**src/verilog/lcdcd_pkg.sv**
```systemverilog
// Package of constants and types for the LCD segment command decoder
package lcdcd_pkg;

  // ********************************************************
  // Register map (AHB-Lite word offsets)
  // ********************************************************
  localparam logic [7:0] OFF_STATUS   = 8'h00;
  localparam logic [7:0] OFF_MODE     = 8'h04;
  localparam logic [7:0] OFF_BLINK    = 8'h08;
  localparam logic [7:0] OFF_RAM_ADDR = 8'h0C;
  localparam logic [7:0] OFF_RAM_DATA = 8'h10;
  localparam logic [7:0] OFF_OUTPUT   = 8'h14;

  // ********************************************************
  // Command opcodes and fields
  // ********************************************************
  localparam logic [3:0] OPC_MODE_SET   = 4'hC;
  localparam logic [4:0] OPC_DEV_SELECT = 5'h1C;
  localparam logic [5:0] OPC_BANK_SEL   = 6'h3E;
  localparam logic [4:0] OPC_BLINK_SEL  = 5'h1E;
  localparam int         MODE_EN_BIT    = 3;
  localparam int         MODE_BIAS_BIT  = 2;
  localparam int         BANK_IN_BIT    = 1;
  localparam int         BANK_OUT_BIT   = 0;
  localparam int         BLINK_ALT_BIT  = 2;
  localparam int         CTRL_CONT_BIT  = 7;
  localparam int         CTRL_RS_BIT    = 6;
  localparam logic [6:0] SLAVE_ADDR_HI  = 7'h38;
  localparam logic [5:0] RAM_LAST_ADDR  = 6'h3B;

  // ********************************************************
  // Drive modes and reset values
  // ********************************************************
  localparam logic [1:0] DRV_1_4    = 2'h0;
  localparam logic [1:0] DRV_STATIC = 2'h1;
  localparam logic [1:0] DRV_1_2    = 2'h2;
  localparam logic [1:0] DRV_1_3    = 2'h3;
  localparam logic [1:0] RST_DRIVE  = 2'h0;
  localparam logic [6:0] RST_PTR    = 7'h00;
  localparam logic [2:0] RST_SUBADR = 3'h0;

  // ********************************************************
  // Blink dividers in display clock periods
  // ********************************************************
  localparam int BLINK_DIV1 = 768;
  localparam int BLINK_DIV2 = 1536;
  localparam int BLINK_DIV3 = 3072;
  localparam int DISP_CLK_HZ = 1970;
  localparam int SYS_CLK_HZ  = 10000000;
  localparam int DISP_DIV_CYCLES = SYS_CLK_HZ / DISP_CLK_HZ;

  // ********************************************************
  // Serial receiver states
  // ********************************************************
  typedef enum logic [2:0] {
    ST_IDLE = 3'b000,
    ST_ADDR = 3'b001,
    ST_CTRL = 3'b011,
    ST_DATA = 3'b010,
    ST_ACK  = 3'b110,
    ST_SKIP = 3'b111
  } lcdcd_state_e;

endpackage : lcdcd_pkg

```
**src/verilog/lcdcd_sync.sv**
```systemverilog
// Three-stage pin synchroniser with agreement filter
`timescale 1ns/1ps
module lcdcd_sync #(
  parameter logic RST_VAL = 1'b1
) (
  // Clock and reset
  input  wire logic hclk,
  input  wire logic hresetn,
  // Pin and filtered level
  input  wire logic pin_in,
  output logic      level_q
);

  typedef struct packed {
    logic s1;
    logic s2;
    logic s3;
    logic lvl;
  } lcdcd_sync_s;

  lcdcd_sync_s st_q;
  lcdcd_sync_s st_d;

  // Level changes only when stages two and three agree
  always_comb begin
    st_d    = st_q;
    st_d.s1 = pin_in;
    st_d.s2 = st_q.s1;
    st_d.s3 = st_q.s2;
    if (st_q.s2 == st_q.s3) begin
      st_d.lvl = st_q.s3;
    end
  end

  // State register
  always_ff @(posedge hclk or negedge hresetn) begin
    if (!hresetn) begin
      st_q <= {4{RST_VAL}};
    end else begin
      st_q <= st_d;
    end
  end

  assign level_q = st_q.lvl;

endmodule : lcdcd_sync

```
**src/verilog/lcdcd_top.sv**
```systemverilog
// Command decoder and display controller of an LCD segment driver
// Operation
// - Byte 1100xxxx is mode-set; bit3 enables display
// - Display disabled blanks all outputs to supply
// - Mode-set bit2 picks third or half bias
// - Drive field: 01 static..00 four backplanes
// - Bit7 clear loads seven-bit data pointer
// - Byte 11100xxx loads subaddress counter
// - Bank-select bit1 is stored only; incoming display data path ignores it
// - Bank-select bit0 picks displayed RAM rows
// - Bank-select ignored in three/four backplane modes
// - Blink-select: bit2 alternate, bits1:0 rate
// - Three/four backplanes force normal blinking
// - Controller executes commands, fills display RAM
// - Slave receiver only; drives only acknowledges
// - Selection by address, subaddress, hardware pins
// - Data falling while clock high is start
// - Data rising while clock high is stop
// - Acknowledge every byte, unlimited byte count
// - Acknowledge holds data low whole high phase
// - Respond to 011100x write, x from pin
// - Control byte: continue bit, command/RAM select
// - Only matching subaddress acknowledges following bytes
// - Blink divides display clock 768/1536/3072
`timescale 1ns/1ps
module lcdcd_top #(
  parameter int RAM_WORDS   = 60,
  parameter int DISP_DIV    = lcdcd_pkg::DISP_DIV_CYCLES,
  parameter int BLINK_BASE  = lcdcd_pkg::BLINK_DIV1
) (
  // Clock and reset
  input  wire logic        hclk,
  input  wire logic        hresetn,
  // AHB-Lite slave
  input  wire logic        hsel,
  input  wire logic [31:0] haddr,
  input  wire logic [1:0]  htrans,
  input  wire logic        hwrite,
  input  wire logic [2:0]  hsize,
  input  wire logic [31:0] hwdata,
  input  wire logic        hready,
  output logic [31:0]      hrdata,
  output logic             hreadyout,
  output logic             hresp,
  // Serial bus pins
  input  wire logic        scl_in,
  input  wire logic        sda_in,
  output logic             sda_out,
  output logic             sda_oe,
  // Address straps
  input  wire logic        address_select_pin,
  input  wire logic        hw_subaddr_pin0,
  input  wire logic        hw_subaddr_pin1,
  input  wire logic        hw_subaddr_pin2,
  // Display outputs
  output logic             blank_to_vlcd,
  output logic             blink_off_phase,
  output logic [1:0]       out_row_base
);

  // ********************************************************
  // State
  // ********************************************************
  typedef struct packed {
    lcdcd_pkg::lcdcd_state_e st;
    logic        scl_p;
    logic        sda_p;
    logic [2:0]  bitcnt;
    logic [7:0]  shreg;
    logic        ack_ok;
    logic        addr_ok;
    logic        in_ctrl;
    logic        cont;
    logic        rs;
    logic        ack_drive;
    logic        en;
    logic        bias_half;
    logic [1:0]  drive;
    logic [6:0]  ptr;
    logic [2:0]  subadr;
    logic        bank_in;
    logic        bank_out;
    logic        blink_alt;
    logic [1:0]  blink_rate;
    logic [15:0] disp_cnt;
    logic [11:0] blink_cnt;
    logic        blink_ph;
    logic        ahb_act;
    logic        ahb_wr;
    logic [7:0]  ahb_addr;
    logic [5:0]  ram_addr;
    logic [7:0]  byte_cnt;
    logic [31:0] rdata;
  } lcdcd_top_s;

  lcdcd_top_s s_q;
  lcdcd_top_s s_d;
  logic [3:0] ram_q [RAM_WORDS];
  logic       scl_s;
  logic       sda_s;
  logic       ram_we;
  logic [5:0] ram_wa;
  logic [3:0] ram_wd;

  // Synchronise serial pins
  // Both lines share one filter depth, so their relative timing is kept
  lcdcd_sync #(.RST_VAL(1'b1)) u_scl (
    .hclk    (hclk),
    .hresetn (hresetn),
    .pin_in  (scl_in),
    .level_q (scl_s)
  );
  lcdcd_sync #(.RST_VAL(1'b1)) u_sda (
    .hclk    (hclk),
    .hresetn (hresetn),
    .pin_in  (sda_in),
    .level_q (sda_s)
  );

  // Three- and four-backplane modes lack an alternate bank
  function automatic logic multi_row(input logic [1:0] m);
    multi_row = (m == lcdcd_pkg::DRV_1_3) || (m == lcdcd_pkg::DRV_1_4);
  endfunction : multi_row

  // Blink divider length in display clock periods
  function automatic logic [11:0] blink_len(input logic [1:0] r);
    case (r)
      2'h1:    blink_len = 12'(BLINK_BASE);
      2'h2:    blink_len = 12'(BLINK_BASE * 2);
      default: blink_len = 12'(BLINK_BASE * 4);
    endcase
  endfunction : blink_len

  logic [2:0] hw_sub;
  logic       scl_rise;
  logic       scl_fall;
  logic       start_c;
  logic       stop_c;
  assign hw_sub   = {hw_subaddr_pin2, hw_subaddr_pin1, hw_subaddr_pin0};
  assign scl_rise = scl_s && !s_q.scl_p;
  assign scl_fall = !scl_s && s_q.scl_p;
  assign start_c  = scl_s && s_q.scl_p && s_q.sda_p && !sda_s;
  assign stop_c   = scl_s && s_q.scl_p && !s_q.sda_p && sda_s;

  // ********************************************************
  // Next-state logic
  // ********************************************************
  always_comb begin
    logic [7:0] b;
    logic       sel;
    b      = {s_q.shreg[6:0], sda_s};
    sel    = (s_q.subadr == hw_sub);
    s_d    = s_q;
    ram_we = 1'b0;
    ram_wa = s_q.ptr[5:0];
    ram_wd = 4'h0;
    s_d.scl_p = scl_s;
    s_d.sda_p = sda_s;

    // Serial receiver; bits sampled on clock rise, stable while high
    if (start_c) begin
      s_d.st     = lcdcd_pkg::ST_ADDR;
      s_d.bitcnt = 3'h0;
      s_d.ack_drive = 1'b0;
    end else if (stop_c) begin
      s_d.st        = lcdcd_pkg::ST_IDLE;
      s_d.ack_drive = 1'b0;
    end else begin
      case (s_q.st)
        lcdcd_pkg::ST_ADDR, lcdcd_pkg::ST_CTRL, lcdcd_pkg::ST_DATA: begin
          if (scl_rise) begin
            s_d.shreg  = b;
            s_d.bitcnt = s_q.bitcnt + 3'h1;
            if (s_q.bitcnt == 3'h7) begin
              s_d.ack_ok = 1'b0;
              if (s_q.st == lcdcd_pkg::ST_ADDR) begin
                // Write to 011100x only; reads ignored
                s_d.addr_ok = (b[7:1] == {lcdcd_pkg::SLAVE_ADDR_HI[6:1],
                               address_select_pin}) && !b[0];
                s_d.ack_ok  = s_d.addr_ok;
                s_d.in_ctrl = 1'b1;
              end else if (s_q.st == lcdcd_pkg::ST_CTRL) begin
                s_d.cont    = b[lcdcd_pkg::CTRL_CONT_BIT];
                s_d.rs      = b[lcdcd_pkg::CTRL_RS_BIT];
                s_d.in_ctrl = 1'b0;
                s_d.ack_ok  = sel;
              end else begin
                s_d.in_ctrl = s_q.cont;
                if (!s_q.rs) begin
                  // Commands are decoded by every addressed device
                  s_d.ack_ok = sel;
                  if (!b[7]) begin
                    s_d.ptr = b[6:0];
                  end else if (b[7:4] == lcdcd_pkg::OPC_MODE_SET) begin
                    s_d.en        = b[lcdcd_pkg::MODE_EN_BIT];
                    s_d.bias_half = b[lcdcd_pkg::MODE_BIAS_BIT];
                    s_d.drive     = b[1:0];
                  end else if (b[7:3] == lcdcd_pkg::OPC_DEV_SELECT) begin
                    s_d.subadr = b[2:0];
                    s_d.ack_ok = (b[2:0] == hw_sub);
                  end else if (b[7:2] == lcdcd_pkg::OPC_BANK_SEL) begin
                    if (!multi_row(s_q.drive)) begin
                      s_d.bank_in  = b[lcdcd_pkg::BANK_IN_BIT];
                      s_d.bank_out = b[lcdcd_pkg::BANK_OUT_BIT];
                    end
                  end else if (b[7:3] == lcdcd_pkg::OPC_BLINK_SEL) begin
                    s_d.blink_alt  = b[lcdcd_pkg::BLINK_ALT_BIT];
                    s_d.blink_rate = b[1:0];
                  end
                end else if (sel) begin
                  // Display byte: low nibble into RAM at pointer
                  s_d.ack_ok = 1'b1;
                  ram_we = (s_q.ptr[5:0] <= lcdcd_pkg::RAM_LAST_ADDR);
                  ram_wd = s_q.bank_in ? {b[3:2], b[1:0]} : b[3:0];
                  if (s_q.ptr[5:0] == lcdcd_pkg::RAM_LAST_ADDR) begin
                    s_d.ptr    = lcdcd_pkg::RST_PTR;
                    s_d.subadr = s_q.subadr + 3'h1;
                  end else begin
                    s_d.ptr = s_q.ptr + 7'h01;
                  end
                end
              end
              s_d.byte_cnt = s_q.byte_cnt + 8'h01;
              s_d.st       = lcdcd_pkg::ST_ACK;
            end
          end
        end
        lcdcd_pkg::ST_ACK: begin
          // Pull data low from clock fall through the ninth pulse
          if (scl_fall) begin
            if (!s_q.ack_drive && s_q.bitcnt == 3'h0) begin
              // First fall ends the eighth bit; pull low only if selected
              s_d.ack_drive = s_q.ack_ok;
              s_d.bitcnt    = 3'h1;
            end else begin
              // Second fall ends the acknowledge pulse; an unacknowledged
              // byte must leave here too, or the rest of the frame is lost
              s_d.ack_drive = 1'b0;
              s_d.bitcnt    = 3'h0;
              s_d.st = !s_q.addr_ok ? lcdcd_pkg::ST_SKIP :
                       (s_q.in_ctrl ? lcdcd_pkg::ST_CTRL : lcdcd_pkg::ST_DATA);
            end
          end
        end
        default: begin
          s_d.st = s_q.st;   // Idle or skip until the next start
        end
      endcase
    end

    // Display clock divider and blink phase
    // With blinking off the phase is parked low, so a rate set from
    // blinking off starts from the visible half period
    if (s_q.disp_cnt >= 16'(DISP_DIV - 1)) begin
      s_d.disp_cnt = 16'h0000;
      if (s_q.blink_rate == 2'h0) begin
        s_d.blink_cnt = 12'h000;
        s_d.blink_ph  = 1'b0;
      end else if (s_q.blink_cnt >= (blink_len(s_q.blink_rate) >> 1) - 12'h001) begin
        s_d.blink_cnt = 12'h000;
        s_d.blink_ph  = !s_q.blink_ph;
      end else begin
        s_d.blink_cnt = s_q.blink_cnt + 12'h001;
      end
    end else begin
      s_d.disp_cnt = s_q.disp_cnt + 16'h0001;
    end

    // AHB-Lite: capture address phase, answer in the data phase
    // No wait states: read data is registered at the address phase, so it
    // stands for the whole data phase and until the next read
    s_d.ahb_act = hsel && hready && htrans[1];
    if (hsel && hready && htrans[1]) begin
      s_d.ahb_wr   = hwrite;
      s_d.ahb_addr = haddr[7:0];
    end
    if (s_q.ahb_act && s_q.ahb_wr && s_q.ahb_addr == lcdcd_pkg::OFF_RAM_ADDR) begin
      s_d.ram_addr = hwdata[5:0];
    end
    if (hsel && hready && htrans[1] && !hwrite) begin
      if (haddr[7:0] == lcdcd_pkg::OFF_STATUS) begin
        s_d.rdata = {17'h0, s_q.st, s_q.byte_cnt, s_q.addr_ok, 3'h0};
      end else if (haddr[7:0] == lcdcd_pkg::OFF_MODE) begin
        s_d.rdata = {16'h0, 1'b0, s_q.ptr, s_q.subadr, s_q.en, s_q.bias_half,
                     s_q.drive, s_q.bank_in};
        s_d.rdata[16] = s_q.bank_out;
      end else if (haddr[7:0] == lcdcd_pkg::OFF_BLINK) begin
        s_d.rdata = {28'h0, s_q.blink_ph, s_q.blink_alt, s_q.blink_rate};
      end else if (haddr[7:0] == lcdcd_pkg::OFF_RAM_ADDR) begin
        s_d.rdata = {26'h0, s_q.ram_addr};
      end else if (haddr[7:0] == lcdcd_pkg::OFF_RAM_DATA) begin
        s_d.rdata = {28'h0, ram_q[s_q.ram_addr]};
      end else if (haddr[7:0] == lcdcd_pkg::OFF_OUTPUT) begin
        s_d.rdata = {29'h0, blank_to_vlcd, out_row_base};
      end else begin
        s_d.rdata = 32'h0000_0000;
      end
    end
  end

  // ********************************************************
  // Registers and display RAM
  // ********************************************************
  always_ff @(posedge hclk or negedge hresetn) begin
    if (!hresetn) begin
      s_q <= '{st: lcdcd_pkg::ST_IDLE, scl_p: 1'b1, sda_p: 1'b1,
               drive: lcdcd_pkg::RST_DRIVE, ptr: lcdcd_pkg::RST_PTR,
               subadr: lcdcd_pkg::RST_SUBADR, default: '0};
    end else begin
      s_q <= s_d;
    end
  end

  // Display RAM written by the controller
  // No reset: contents are undefined until software fills them
  always_ff @(posedge hclk) begin
    if (ram_we) begin
      ram_q[ram_wa] <= ram_wd;
    end
  end

  // ********************************************************
  // Outputs
  // ********************************************************
  logic alt_eff;
  assign alt_eff = s_q.blink_alt && !multi_row(s_q.drive);

  // Open-drain data: only acknowledges are driven low
  // The pin is never driven high; the pull-up gives the released level
  assign sda_out   = 1'b0;
  assign sda_oe    = s_q.ack_drive;
  assign blank_to_vlcd   = !s_q.en;
  assign blink_off_phase = s_q.blink_ph && !alt_eff;
  assign out_row_base    = (multi_row(s_q.drive) ? 1'b0 :
                            (s_q.bank_out ^ (alt_eff && s_q.blink_ph))) ? 2'h2 : 2'h0;
  assign hrdata    = s_q.rdata;
  assign hreadyout = 1'b1;
  assign hresp     = 1'b0;

endmodule : lcdcd_top

```
**config.mk**
```make
export PLATFORM = sky130hd
export DESIGN_NAME = lcdcd_top
export DESIGN_NICKNAME = d
export VERILOG_FILES = /design/src/verilog/lcdcd_pkg.sv /design/src/verilog/lcdcd_sync.sv /design/src/verilog/lcdcd_top.sv
export SDC_FILE = /design/constraint.sdc
export NUM_CORES = 1
export LEC_CHECK = 0
export ABC_AREA = 1
export BUFFER_PORTS_ARGS = -buffer_cell sky130_fd_sc_hd__buf_2
export CORE_MARGIN = 5
export CORE_UTILIZATION = 40
export DETAILED_ROUTE_END_ITERATION = 8
export GPL_ROUTABILITY_DRIVEN = 0
export RECOVER_POWER = 100
export SETUP_SLACK_MARGIN = 0.5
export SYNTH_ARGS = -nofsm -noshare
export SYNTH_HDL_FRONTEND = slang
export SYNTH_SLANG_ARGS = --single-unit
```
**constraint.sdc**
```tcl
create_clock -name hclk -period 8.3 [get_ports hclk]
set_input_delay 1.245 -clock hclk [delete_from_list [all_inputs] [get_ports hclk]]
set_output_delay 1.245 -clock hclk [all_outputs]
set_load 0.02 [all_outputs]
```
==> results of run 1 <==
cell type report:
type,instances,area [µm²]
sequential,357,10100
tap,532,666
inverter,169,636
fill,3858,22500
clock inverter,26,289
timing repair buffer,57,283
clock buffer,47,1070
multi-input combinational,1077,5060
state kept, by name (all words and copies together), names as in the netlist, 2 cells and up:
name        flops
ram_q         240
s_q            86
hrdata         16
ram_wa          6
u_scl.st_d      2
u_sda.st_d      2
synth_stat cells, types with 16 or more instances:
| master | count | area (µm²) |
|---|---|---|
| nor2_1 | 231 | 867 |
| clkbuf_1 | 47 | 176 |
| a21oi_1 | 49 | 245 |
| edfxtp_1 | 240 | 7210 |
| o21ai_0 | 91 | 455 |
| buf_4 | 36 | 270 |
| nor3_1 | 33 | 165 |
| nand4_1 | 16 | 100 |
| nand2_1 | 338 | 1270 |
| nand3_1 | 181 | 906 |
| ha_1 | 17 | 213 |
| dfrtp_1 | 107 | 2680 |
| inv_1 | 160 | 601 |
layer usage:
layer | vias up | track usage, % | wire (µm)
li1 | 5614 | - | -
met1 | 5506 | 23.2 | 17000
met2 | 317 | 28.3 | 18300
met3 | 77 | 3.17 | 2310
met4 | 0 | 4.73 | 847
met5 | - | 0 | 0
per-stage QoR:
step | cell area [µm²] | util [%] | total power, mW | hold WS [ps]
6_report | 18100 | 44.7 | 4.14 | 361
5_1_grt | 18100 | 44.7 | 4.31 | 368
4_1_cts | 18300 | 45.0 | 4.19 | 357
3_5_place_dp | 16900 | 41.7 | 2.38 | 347
3_3_place_gp | 16900 | 41.7 | 2.37 | 346
2_1_floorplan | 16400 | - | 2.28 | 345
worst max-delay path by stage:
stage                     from     endpoint  slack, ps  cells past startpoint
2_1_floorplan  hw_subaddr_pin0  ram_q[0][0]       3770                      3
3_3_place_gp         htrans[1]    hrdata[1]       4210                      9
3_5_place_dp         htrans[1]    hrdata[1]       4250                      9
4_1_cts              htrans[1]    hrdata[1]       4830                      9
5_1_grt                s_q[40]    hrdata[0]       2970                     14
6_report               s_q[40]    hrdata[0]       3420                     14
critical path: cells and delay by family (launching register included):
kind,cells,cell delay [ps]
AND/OR/NAND/NOR,11,1130
buffers and inverters,2,1800
flip-flops,1,1620
AO/OA/AOI/OAI,1,110
power by group through the flow:
stage	logic [mW]	registers (mW)	clock network (mW)
3_5_place_dp	0.353	2.03	0
2_1_floorplan	0.271	2.01	0
5_1_grt	0.390	2.00	1.92
6_report	0.344	1.99	1.81
4_1_cts	0.355	1.99	1.85
3_3_place_gp	0.349	2.03	0
kinds of logic after synthesis:
family | synth area share (%)
buf+inv | 6.97
flops | 62.1
fa+ha+maj | 1.42
mux | 0.551
other cells | 0.0459
xor+xnor | 1.39
simple gates | 21.5
compound gates | 5.98
==> reports/metrics.csv, run 1 <==
stage;metric;value;unit
status;status;finished, violations left;
status;violated checks;capacitance limit, slew limit;
timing;Slew Viols, Final;169;
timing;Final setup viols;0;
critical_path;R2R cell count;14;
power;Peak VDD IR;0.000167;V
timing;Rel. slew slack;-87.1;%
clock_network;clock slew at reported path FFs;60;ps
timing;Final Cycle Share;58.8;%
layout;Ant. Diodes;0;
layout;Final Non-Filler Cells;2265;
critical_path;worst stage delay on the critical path;1620;ps
floorplanning;Site Rows;74;
critical_path;crit path capture type;flop;
clock_network;# hold bufs at CTS;0;
grt;total grt overflow;0;
yosys;flops & latches, synth;357;
detailed_routing;Routed WL;38500;µm
detailed_routing;Routed WL per cell;17.0;µm
critical_path;worst r2r src;s_q[40];
critical_path;Worst Path Max Fanout;79;
hold_path;hold path depth;0;
placement;# port buffers;45;
layout;post-layout net count;1799;
yosys;number of synthesized flops with an enable pin;240;
clock_network;clk root buf;clkbuf_16;
power;Logic pwr share;8.3;%
floorplanning;core area;0.0406;mm²
yosys;Async S/R FF share, synth;32.8;%
critical_path;CP Data Required Time;8740;ps
power;Lkg Pwr;7.52;nW
grt;largest net degree at the start of global routing;80;
yosys;Mapped Cells;1677;
timing;setup ws final;3420;ps
layout;commonest non-fill, non-tap cell in the layout;nand2_1;
timing;Setup Skew;35.0;ps
critical_path;reg2reg end;hrdata[0];
timing;Fmax;205;MHz
timing;endpoints failing hold;0;
run;MaxCap Viol Count;3;
grt;initial antenna violation count;0;
clock_network;total CTS buffers;40;
clock_network;clock sinks;357;
grt;vias in the first global route;11400;
critical_path;WS Path Type;flop to flop;
critical_path;crit-path cells;inv_1, buf_4, nor2_1, nor2_1, o21ai_0, nand3_1, nand3_1, nand3_1, nand2_1, nand2_1, nand3_1, nand3_1, nand2_1, nand2_1;
layout;P&R area growth vs syn;11.0;%
clock_network;CTS tree;yes;
yosys;register area share after synthesis;62.1;%
clock_network;Post-CTS Setup Inserts;0;
grt;Total GRT Usage;17.1;%
hold_path;Hold EP;u_sda.st_d[1];
power;switching share of power;24.1;%
floorplanning;starting density of the core;40.2;%
detailed_routing;vias;11500;
yosys;Avg Cell Area, Syn;9.75;µm²
floorplanning;die height;212;µm
timing;Least-Margin Pin Slew;2810;ps
layout;most frequent cells in the layout;344 x nand2_1, 240 x edfxtp_1, 234 x nor2_1;
detailed_routing;drt drc;0;
hold_path;hold path startpoint;u_sda.st_d[2];
detailed_routing;DRT iter0 DRCs;855;
yosys;Mapped Area;0.0163;mm²
timing;minimum clock period after layout;4880;ps
detailed_routing;drt first pass iters;5;
hold_path;HP Class;flop to flop;
critical_path;Crit-path slowest cell;dfrtp_1;
placement;pre-CTS setup slack;4250;ps
power;Psw;0.998;mW
power;register share of total power;48.0;%
clock_network;H-tree levels;2;
layout;layout cell share with drive strength beyond 1;6.52;%
clock_network;clk buf depth;3;
floorplanning;Die ar.;0.0450;mm²
critical_path;crit path launch type;flop;
power;power share of the clock group;43.7;%
detailed_routing;antenna viol nets, final;0;
critical_path;R2R setup slack;3420;ps
timing;Setup TNS Final;0;ps
floorplanning;Die Wd;212;µm
power;pwr dens;228;mW/mm²
placement;post-detail-place hpwl;24200;µm
floorplanning;I/O pin count;120;
placement;post-placement cell count;2192;
timing;RSZ-0062 raised after global routing;no;
yosys;Top FF cell, synth;edfxtp_1;
yosys;Yosys cell types;48;
yosys;yosys warns;0;
detailed_routing;Vias/cell;5.08;
critical_path;CP Data Arrival Time;5310;ps
critical_path;CP most frequent cell;nand3_1;
power;Pint;3.15;mW
grt;first-pass GRT wire length;61200;µm
clock_network;Worst-Skew Late Latency;550;ps
clock_network;Resized Gates After CTS;0;
Power figures use the tool's default switching activity.
==> run 2, diff against run 1 <==
- ABC_AREA: 1 -> 0
- clock period: 8.3 -> 4.2 ns (I/O delays scaled with it)
==> run 2 against run 1 <==
Effect of this change:
- the run still ends with capacitance limit, slew limit left
- clock power up 81%
- largest cell class unchanged
- total power up 86%
- final area down 3.7%
- synthesized area down 3.6%
==> reports/metrics.csv, run 2 <==
stage;metric;value;unit;change
status;status;finished, violations left;;
status;violated checks;capacitance limit, slew limit;;
floorplanning;I/O pin count;120;;unchanged
floorplanning;Die ar.;0.0435;mm²;-3.4%
detailed_routing;drt drc;0;;unchanged
timing;Setup TNS Final;0;ps;unchanged
yosys;flops & latches, synth;357;;unchanged
power;Psw;1.77;mW;+78%
yosys;yosys warns;0;;unchanged
critical_path;crit-path cells;buf_4, mux4_2, a221oi_1, o21ai_0, nand4_1, a2bb2oi_1, a21oi_1;;
placement;post-detail-place hpwl;23300;µm;-3.6%
layout;Top reg by flops;ram_q;;
layout;layout cell share with drive strength beyond 1;16.3;%;+9.8 points
clock_network;clk root buf;clkbuf_16;;
clock_network;clock sinks;357;;unchanged
floorplanning;starting density of the core;40.6;%;+0.39 points
grt;largest net degree at the start of global routing;80;;unchanged
yosys;leading area contributor after synthesis;edfxtp_1;;
power;Pint;5.94;mW;+89%
floorplanning;core area;0.0388;mm²;-4.5%
critical_path;CP Data Required Time;4570;ps;-4170 ps
yosys;dominant cell by count in the synthesized netlist;edfxtp_1;;
clock_network;CTS tree;yes;;
detailed_routing;vias;9249;;-20%
timing;Rel. slew slack;-30.8;%;+56 points
yosys;Yosys cell types;64;;+33%
clock_network;clk buf depth;3;;unchanged
critical_path;Buf/Inv on CP;1;;-1
detailed_routing;Vias/cell;5.44;;+7.1%
clock_network;Post-CTS Setup Inserts;0;;unchanged
layout;most frequent cells in the layout;240 x edfxtp_1, 138 x nor2_1, 105 x dfrtp_1;;
layout;post-layout net count;1247;;-31%
clock_network;Worst-Skew Late Latency;530;ps;-20 ps
timing;endpoints failing hold;0;;unchanged
critical_path;worst stage delay on the critical path;1380;ps;-240 ps
power;Lkg Pwr;5.90;nW;-22%
clock_network;total CTS buffers;38;;-5.0%
yosys;Mapped Cells;1118;;-33%
power;register share of total power;51.7;%;+3.7 points
floorplanning;Site Rows;72;;-2.7%
timing;Setup Skew;11.9;ps;-23.1 ps
power;pwr dens;441;mW/mm²;+93%
critical_path;Worst Path Max Fanout;56;;-29%
detailed_routing;Routed WL;35100;µm;-8.8%
yosys;top cells by count, synth;240 x edfxtp_1, 138 x nor2_1, 107 x dfrtp_1;;
yosys;ranking of synthesized cells by area;edfxtp_1 46%, dfrtp_1 17%, mux4_2 6.1%;;
detailed_routing;drt first pass iters;7;;+2
floorplanning;Die Wd;209;µm;-1.7%
grt;total grt overflow;0;;unchanged
floorplanning;die height;209;µm;-1.7%
layout;fill count;3477;;-9.9%
critical_path;CP Data Arrival Time;4000;ps;-1310 ps
timing;RSZ-0062 raised after global routing;no;;
layout;Largest register FFs;240;;unchanged
yosys;Synth top area share;45.7;%;+1.6 points
layout;commonest non-fill, non-tap cell in the layout;edfxtp_1;;
critical_path;WS Path Type;flop to flop;;
critical_path;crit path capture type;flop;;
layout;P&R area growth vs syn;10.9;%;
grt;initial antenna violation count;1;;+1
critical_path;Crit-path slowest cell;dfrtp_2;;
yosys;Avg Cell Area, Syn;14.1;µm²;+45%
timing;Least-Margin Pin Slew;1960;ps;-845 ps
timing;Slew Viols, Final;137;;-19%
power;switching share of power;23.0;%;-1.1 points
power;Peak VDD IR;0.000262;V;+57%
clock_network;Resized Gates After CTS;0;;unchanged
timing;minimum clock period after layout;3640;ps;-1240 ps
grt;Total GRT Usage;16.1;%;-0.94 points
clock_network;clock slew at reported path FFs;60;ps;about the same
yosys;register area share after synthesis;64.4;%;+2.3 points
yosys;Top FF cell, synth;edfxtp_1;;
hold_path;HP Class;input pin to flop;;
clock_network;H-tree levels;2;;unchanged
timing;Final setup viols;0;;unchanged
yosys;Async S/R FF share, synth;32.8;%;unchanged
timing;final hold slack;202;ps;-159 ps
run;MaxCap Viol Count;2;;-1
yosys;number of synthesized flops with an enable pin;240;;unchanged
detailed_routing;antenna viol nets, final;0;;unchanged
grt;first-pass GRT wire length;55100;µm;-10%
timing;Fmax;275;MHz;+34%
critical_path;cell family with most CP delay;flip-flops;;
detailed_routing;DRT iter0 DRCs;771;;-9.8%
clock_network;# hold bufs at CTS;0;;unchanged
detailed_routing;Routed WL per cell;20.7;µm;+22%
placement;# port buffers;45;;unchanged
power;power share of the clock group;42.4;%;-1.3 points
critical_path;crit path launch type;flop;;
yosys;Mapped Area;0.0158;mm²;-3.6%
timing;Final Cycle Share;86.6;%;+28 points
power;Logic pwr share;5.8;%;-2.5 points
grt;vias in the first global route;9276;;-19%
## run 2: final timing paths
check	startpoint	to	slack [ps]	cells past startpoint
worst max-delay path	s_q[41]	hrdata[2]	560	7
min in group asynchronous	hresetn	s_q[77]	650	1
worst max register to register	s_q[41]	hrdata[2]	560	7
max in group asynchronous	hresetn	s_q[40]	1720	2
worst min-delay path	scl_in	u_scl.st_d[2]	200	1
worst min register to register	u_scl.st_d[2]	u_scl.st_d[1]	360	0
## run 2: metrics by stage
stage               instance area [µm²]  power (mW)  util [%]  setup slack [ps]  instances
floorplan                         15800        4.40         -              1610       1140
global placement                  16300        4.51      42.0               935       1628
detailed placement                16300        4.52      42.0               928       1628
CTS                               17500        7.80      45.2               928       1698
global route                      17500        8.00      45.0               380       1698
finish                            17500        7.72      45.0               564       1699
## run 2: per-layer routing
layer | routed length [µm] | global-route usage (%)
met4 | 748 | 4.71
met2 | 16800 | 25.8
met5 | 13 | 0
met3 | 2140 | 2.91
met1 | 15400 | 22.7
## run 2: power groups by stage
stage | logic, mW | registers, mW | clock network [mW]
finish | 0.451 | 3.99 | 3.27
global placement | 0.457 | 4.06 | 0
detailed placement | 0.462 | 4.06 | 0
floorplan | 0.434 | 3.96 | 0
CTS | 0.463 | 3.99 | 3.35
global route | 0.502 | 4.01 | 3.49
## run 2: layout make-up
type / instances / area, µm² / area share, %
Clock buffer: 51 / 1070 / 6.14
Antenna cell: 1 / 2.50 / 0.0143
Timing Repair Buffer: 61 / 295 / 1.69
Multi-Input combinational cell: 669 / 5080 / 29.0
Clock inverter: 19 / 146 / 0.838
Inverter: 23 / 86.3 / 0.494
Tap cell: 518 / 648 / 3.71
Sequential cell: 357 / 10100 / 58.1
## run 2: logic make-up after synthesis
family	synth area share [%]
flops	64.4
simple gates	9.89
compound gates	6.16
mux	12.4
buf+inv	3.91
xor+xnor	1.78
fa+ha+maj	1.48
other cells	0.0476
==> run 3, diff against run 2 <==
- CAP_MARGIN: default -> 40
- CORE_MARGIN: 5 -> 1.5
==> run 3 against run 2 <==
Effect of this change:
- the run still ends with capacitance limit, slew limit left
- register-to-register slack improved by 130 ps
- fmax increased by 3.6%
- sequential share of layout area decreased by 0.59 points
- core utilization increased by 0.57 points
- cell count increased by 0.35%
- critical path depth unchanged
- clock power increased by 4%
- global-route usage increased by 1.2 points
- largest cell class unchanged
==> reports/metrics.csv, run 3 (synthesis gave the netlist of run 2 again) <==
stage;metric;value;unit;change
status;status;finished, violations left;;
status;violated checks;capacitance limit, slew limit;;
critical_path;crit path launch type;flop;;
detailed_routing;drt drc;0;;unchanged
grt;initial antenna violation count;0;;-1
clock_network;clock slew at reported path FFs;60;ps;about the same
timing;Final setup viols;0;;unchanged
run;MaxCap Viol Count;2;;unchanged
layout;commonest non-fill, non-tap cell in the layout;edfxtp_1;;
clock_network;H-tree levels;2;;unchanged
layout;Ant. Diodes;0;;-1
floorplanning;die height;202;µm;-3.4%
detailed_routing;uppermost routed layer;met4;;
layout;fill count;3450;;-0.78%
detailed_routing;wl on met1;16200;µm;+5.1%
grt;largest net degree at the start of global routing;70;;-13%
layout;most frequent cells in the layout;240 x edfxtp_1, 138 x nor2_1, 106 x dfrtp_1;;
timing;Rel. slew slack;-105;%;-74 points
timing;Setup TNS Final;0;ps;unchanged
critical_path;crit path capture type;flop;;
layout;post-layout net count;1254;;+0.56%
grt;total grt overflow;0;;unchanged
timing;Fmax;285;MHz;+3.6%
detailed_routing;antenna viol nets, final;0;;unchanged
timing;Final Cycle Share;83.5;%;-3.0 points
layout;layout cell share with drive strength beyond 1;17.0;%;+0.75 points
layout;Largest register FFs;240;;unchanged
detailed_routing;drt first pass iters;5;;-2
timing;Setup Skew;20.6;ps;+8.63 ps
clock_network;Post-CTS Setup Inserts;0;;unchanged
detailed_routing;Routed WL;34900;µm;-0.58%
placement;# port buffers;45;;unchanged
timing;RSZ-0062 raised after global routing;no;;
placement;post-detail-place hpwl;23500;µm;+0.61%
power;Peak VDD IR;0.000353;V;+35%
timing;Least-Margin Pin Slew;3070;ps;+1110 ps
floorplanning;Die ar.;0.0406;mm²;-6.6%
critical_path;WS Path Type;flop to flop;;
floorplanning;starting density of the core;40.7;%;+0.094 points
power;pwr dens;446;mW/mm²;+0.92%
detailed_routing;vias;9225;;-0.26%
hold_path;hold path startpoint;scl_in;;
critical_path;CP Data Required Time;4590;ps;+20 ps
critical_path;worst r2r src;s_q[40];;
grt;first-pass GRT wire length;54000;µm;-2.0%
grt;vias in the first global route;9127;;-1.6%
detailed_routing;Routed WL per cell;20.5;µm;-0.93%
grt;Total GRT Usage;17.3;%;+1.2 points
critical_path;CP Data Arrival Time;3900;ps;-100 ps
detailed_routing;Vias/cell;5.41;;-0.61%
clock_network;Resized Gates After CTS;0;;unchanged
power;Lkg Pwr;5.99;nW;+1.4%
timing;Slew Viols, Final;82;;-40%
critical_path;Crit. Startpoint;s_q[40];;
layout;Reg area;0.0102;mm²;about the same
critical_path;Worst Path Max Fanout;20;;-64%
power;total power;7.87;mW;+2.0%
detailed_routing;routed wl met3;1630;µm;-24%
hold_path;HP Class;input pin to flop;;
timing;endpoints failing hold;0;;unchanged
floorplanning;Die Wd;202;µm;-3.4%
clock_network;CTS tree;yes;;
clock_network;clock sinks;357;;unchanged
timing;minimum clock period after layout;3510;ps;-128 ps
clock_network;clk buf depth;3;;unchanged
clock_network;# hold bufs at CTS;0;;unchanged
clock_network;Worst-Skew Late Latency;530;ps;about the same
clock_network;total CTS buffers;39;;+2.6%
floorplanning;core area;0.0387;mm²;-0.23%
detailed_routing;DRT iter0 DRCs;848;;+10%
detailed_routing;met2 wire length;16300;µm;-2.8%
clock_network;clk root buf;clkbuf_16;;
floorplanning;Site Rows;72;;unchanged
floorplanning;I/O pin count;120;;unchanged
layout;area occupied by multi-input gates;0.00507;mm²;about the same
layout;Top reg by flops;ram_q;;
layout;P&R area growth vs syn;12.0;%;
## run 3: power by group
group	leakage [nW]	switching, mW	internal (mW)	total, mW
combinational	1.89	0.276	0.199	0.476
clock	0.636	1.40	2.02	3.41
sequential	3.46	0.155	3.82	3.98
## run 3: metal layers
layer  vias up  global-route usage [%]
met5         -                       0
met4         0                    4.64
met3        54                    2.59
met2       250                    27.6
met1      4691                    24.7
li1       4230                       -
## run 3: worst paths after layout
| kind | to | depth (start not counted) | slack [ps] |
|---|---|---|---|
| setup / recovery | hrdata[2] | 7 | 690 |
| hold / removal | u_scl.st_d[2] | 1 | 210 |
| setup reg to reg | hrdata[2] | 7 | 690 |
| hold reg to reg | u_scl.st_d[1] | 0 | 360 |
| max in group asynchronous | s_q[41] | 1 | 910 |
| min in group asynchronous | s_q[77] | 1 | 1110 |
## run 3: through the flow
step	cells	utilization, %	worst slack [ps]	hold slack [ps]	cell area (µm²)
floorplan	1140	-	1610	334	15800
global placement	1628	42.2	915	347	16300
detailed placement	1634	42.5	954	347	16400
CTS	1705	45.8	955	177	17700
global route	1705	45.6	362	188	17700
finish	1705	45.6	692	211	17700
## run 3: layout make-up
cell class | instances | share of cell area (%)
flip-flops and latches | 357 | 57.5
well taps | 518 | 3.67
multi-input cells | 669 | 28.7
inverters | 23 | 0.489
clock inverters | 21 | 1.01
clock buffers | 50 | 6.34
repair buffers | 67 | 2.27
## run 3: worst max-delay path, cell delays in order (launching register included)
cell,delay [ps]
dfrtp_1,760
clkbuf_1,950
mux4_2,640
a221oi_1,280
o21ai_0,140
nand4_1,160
a2bb2oi_1,320
a21oi_1,110
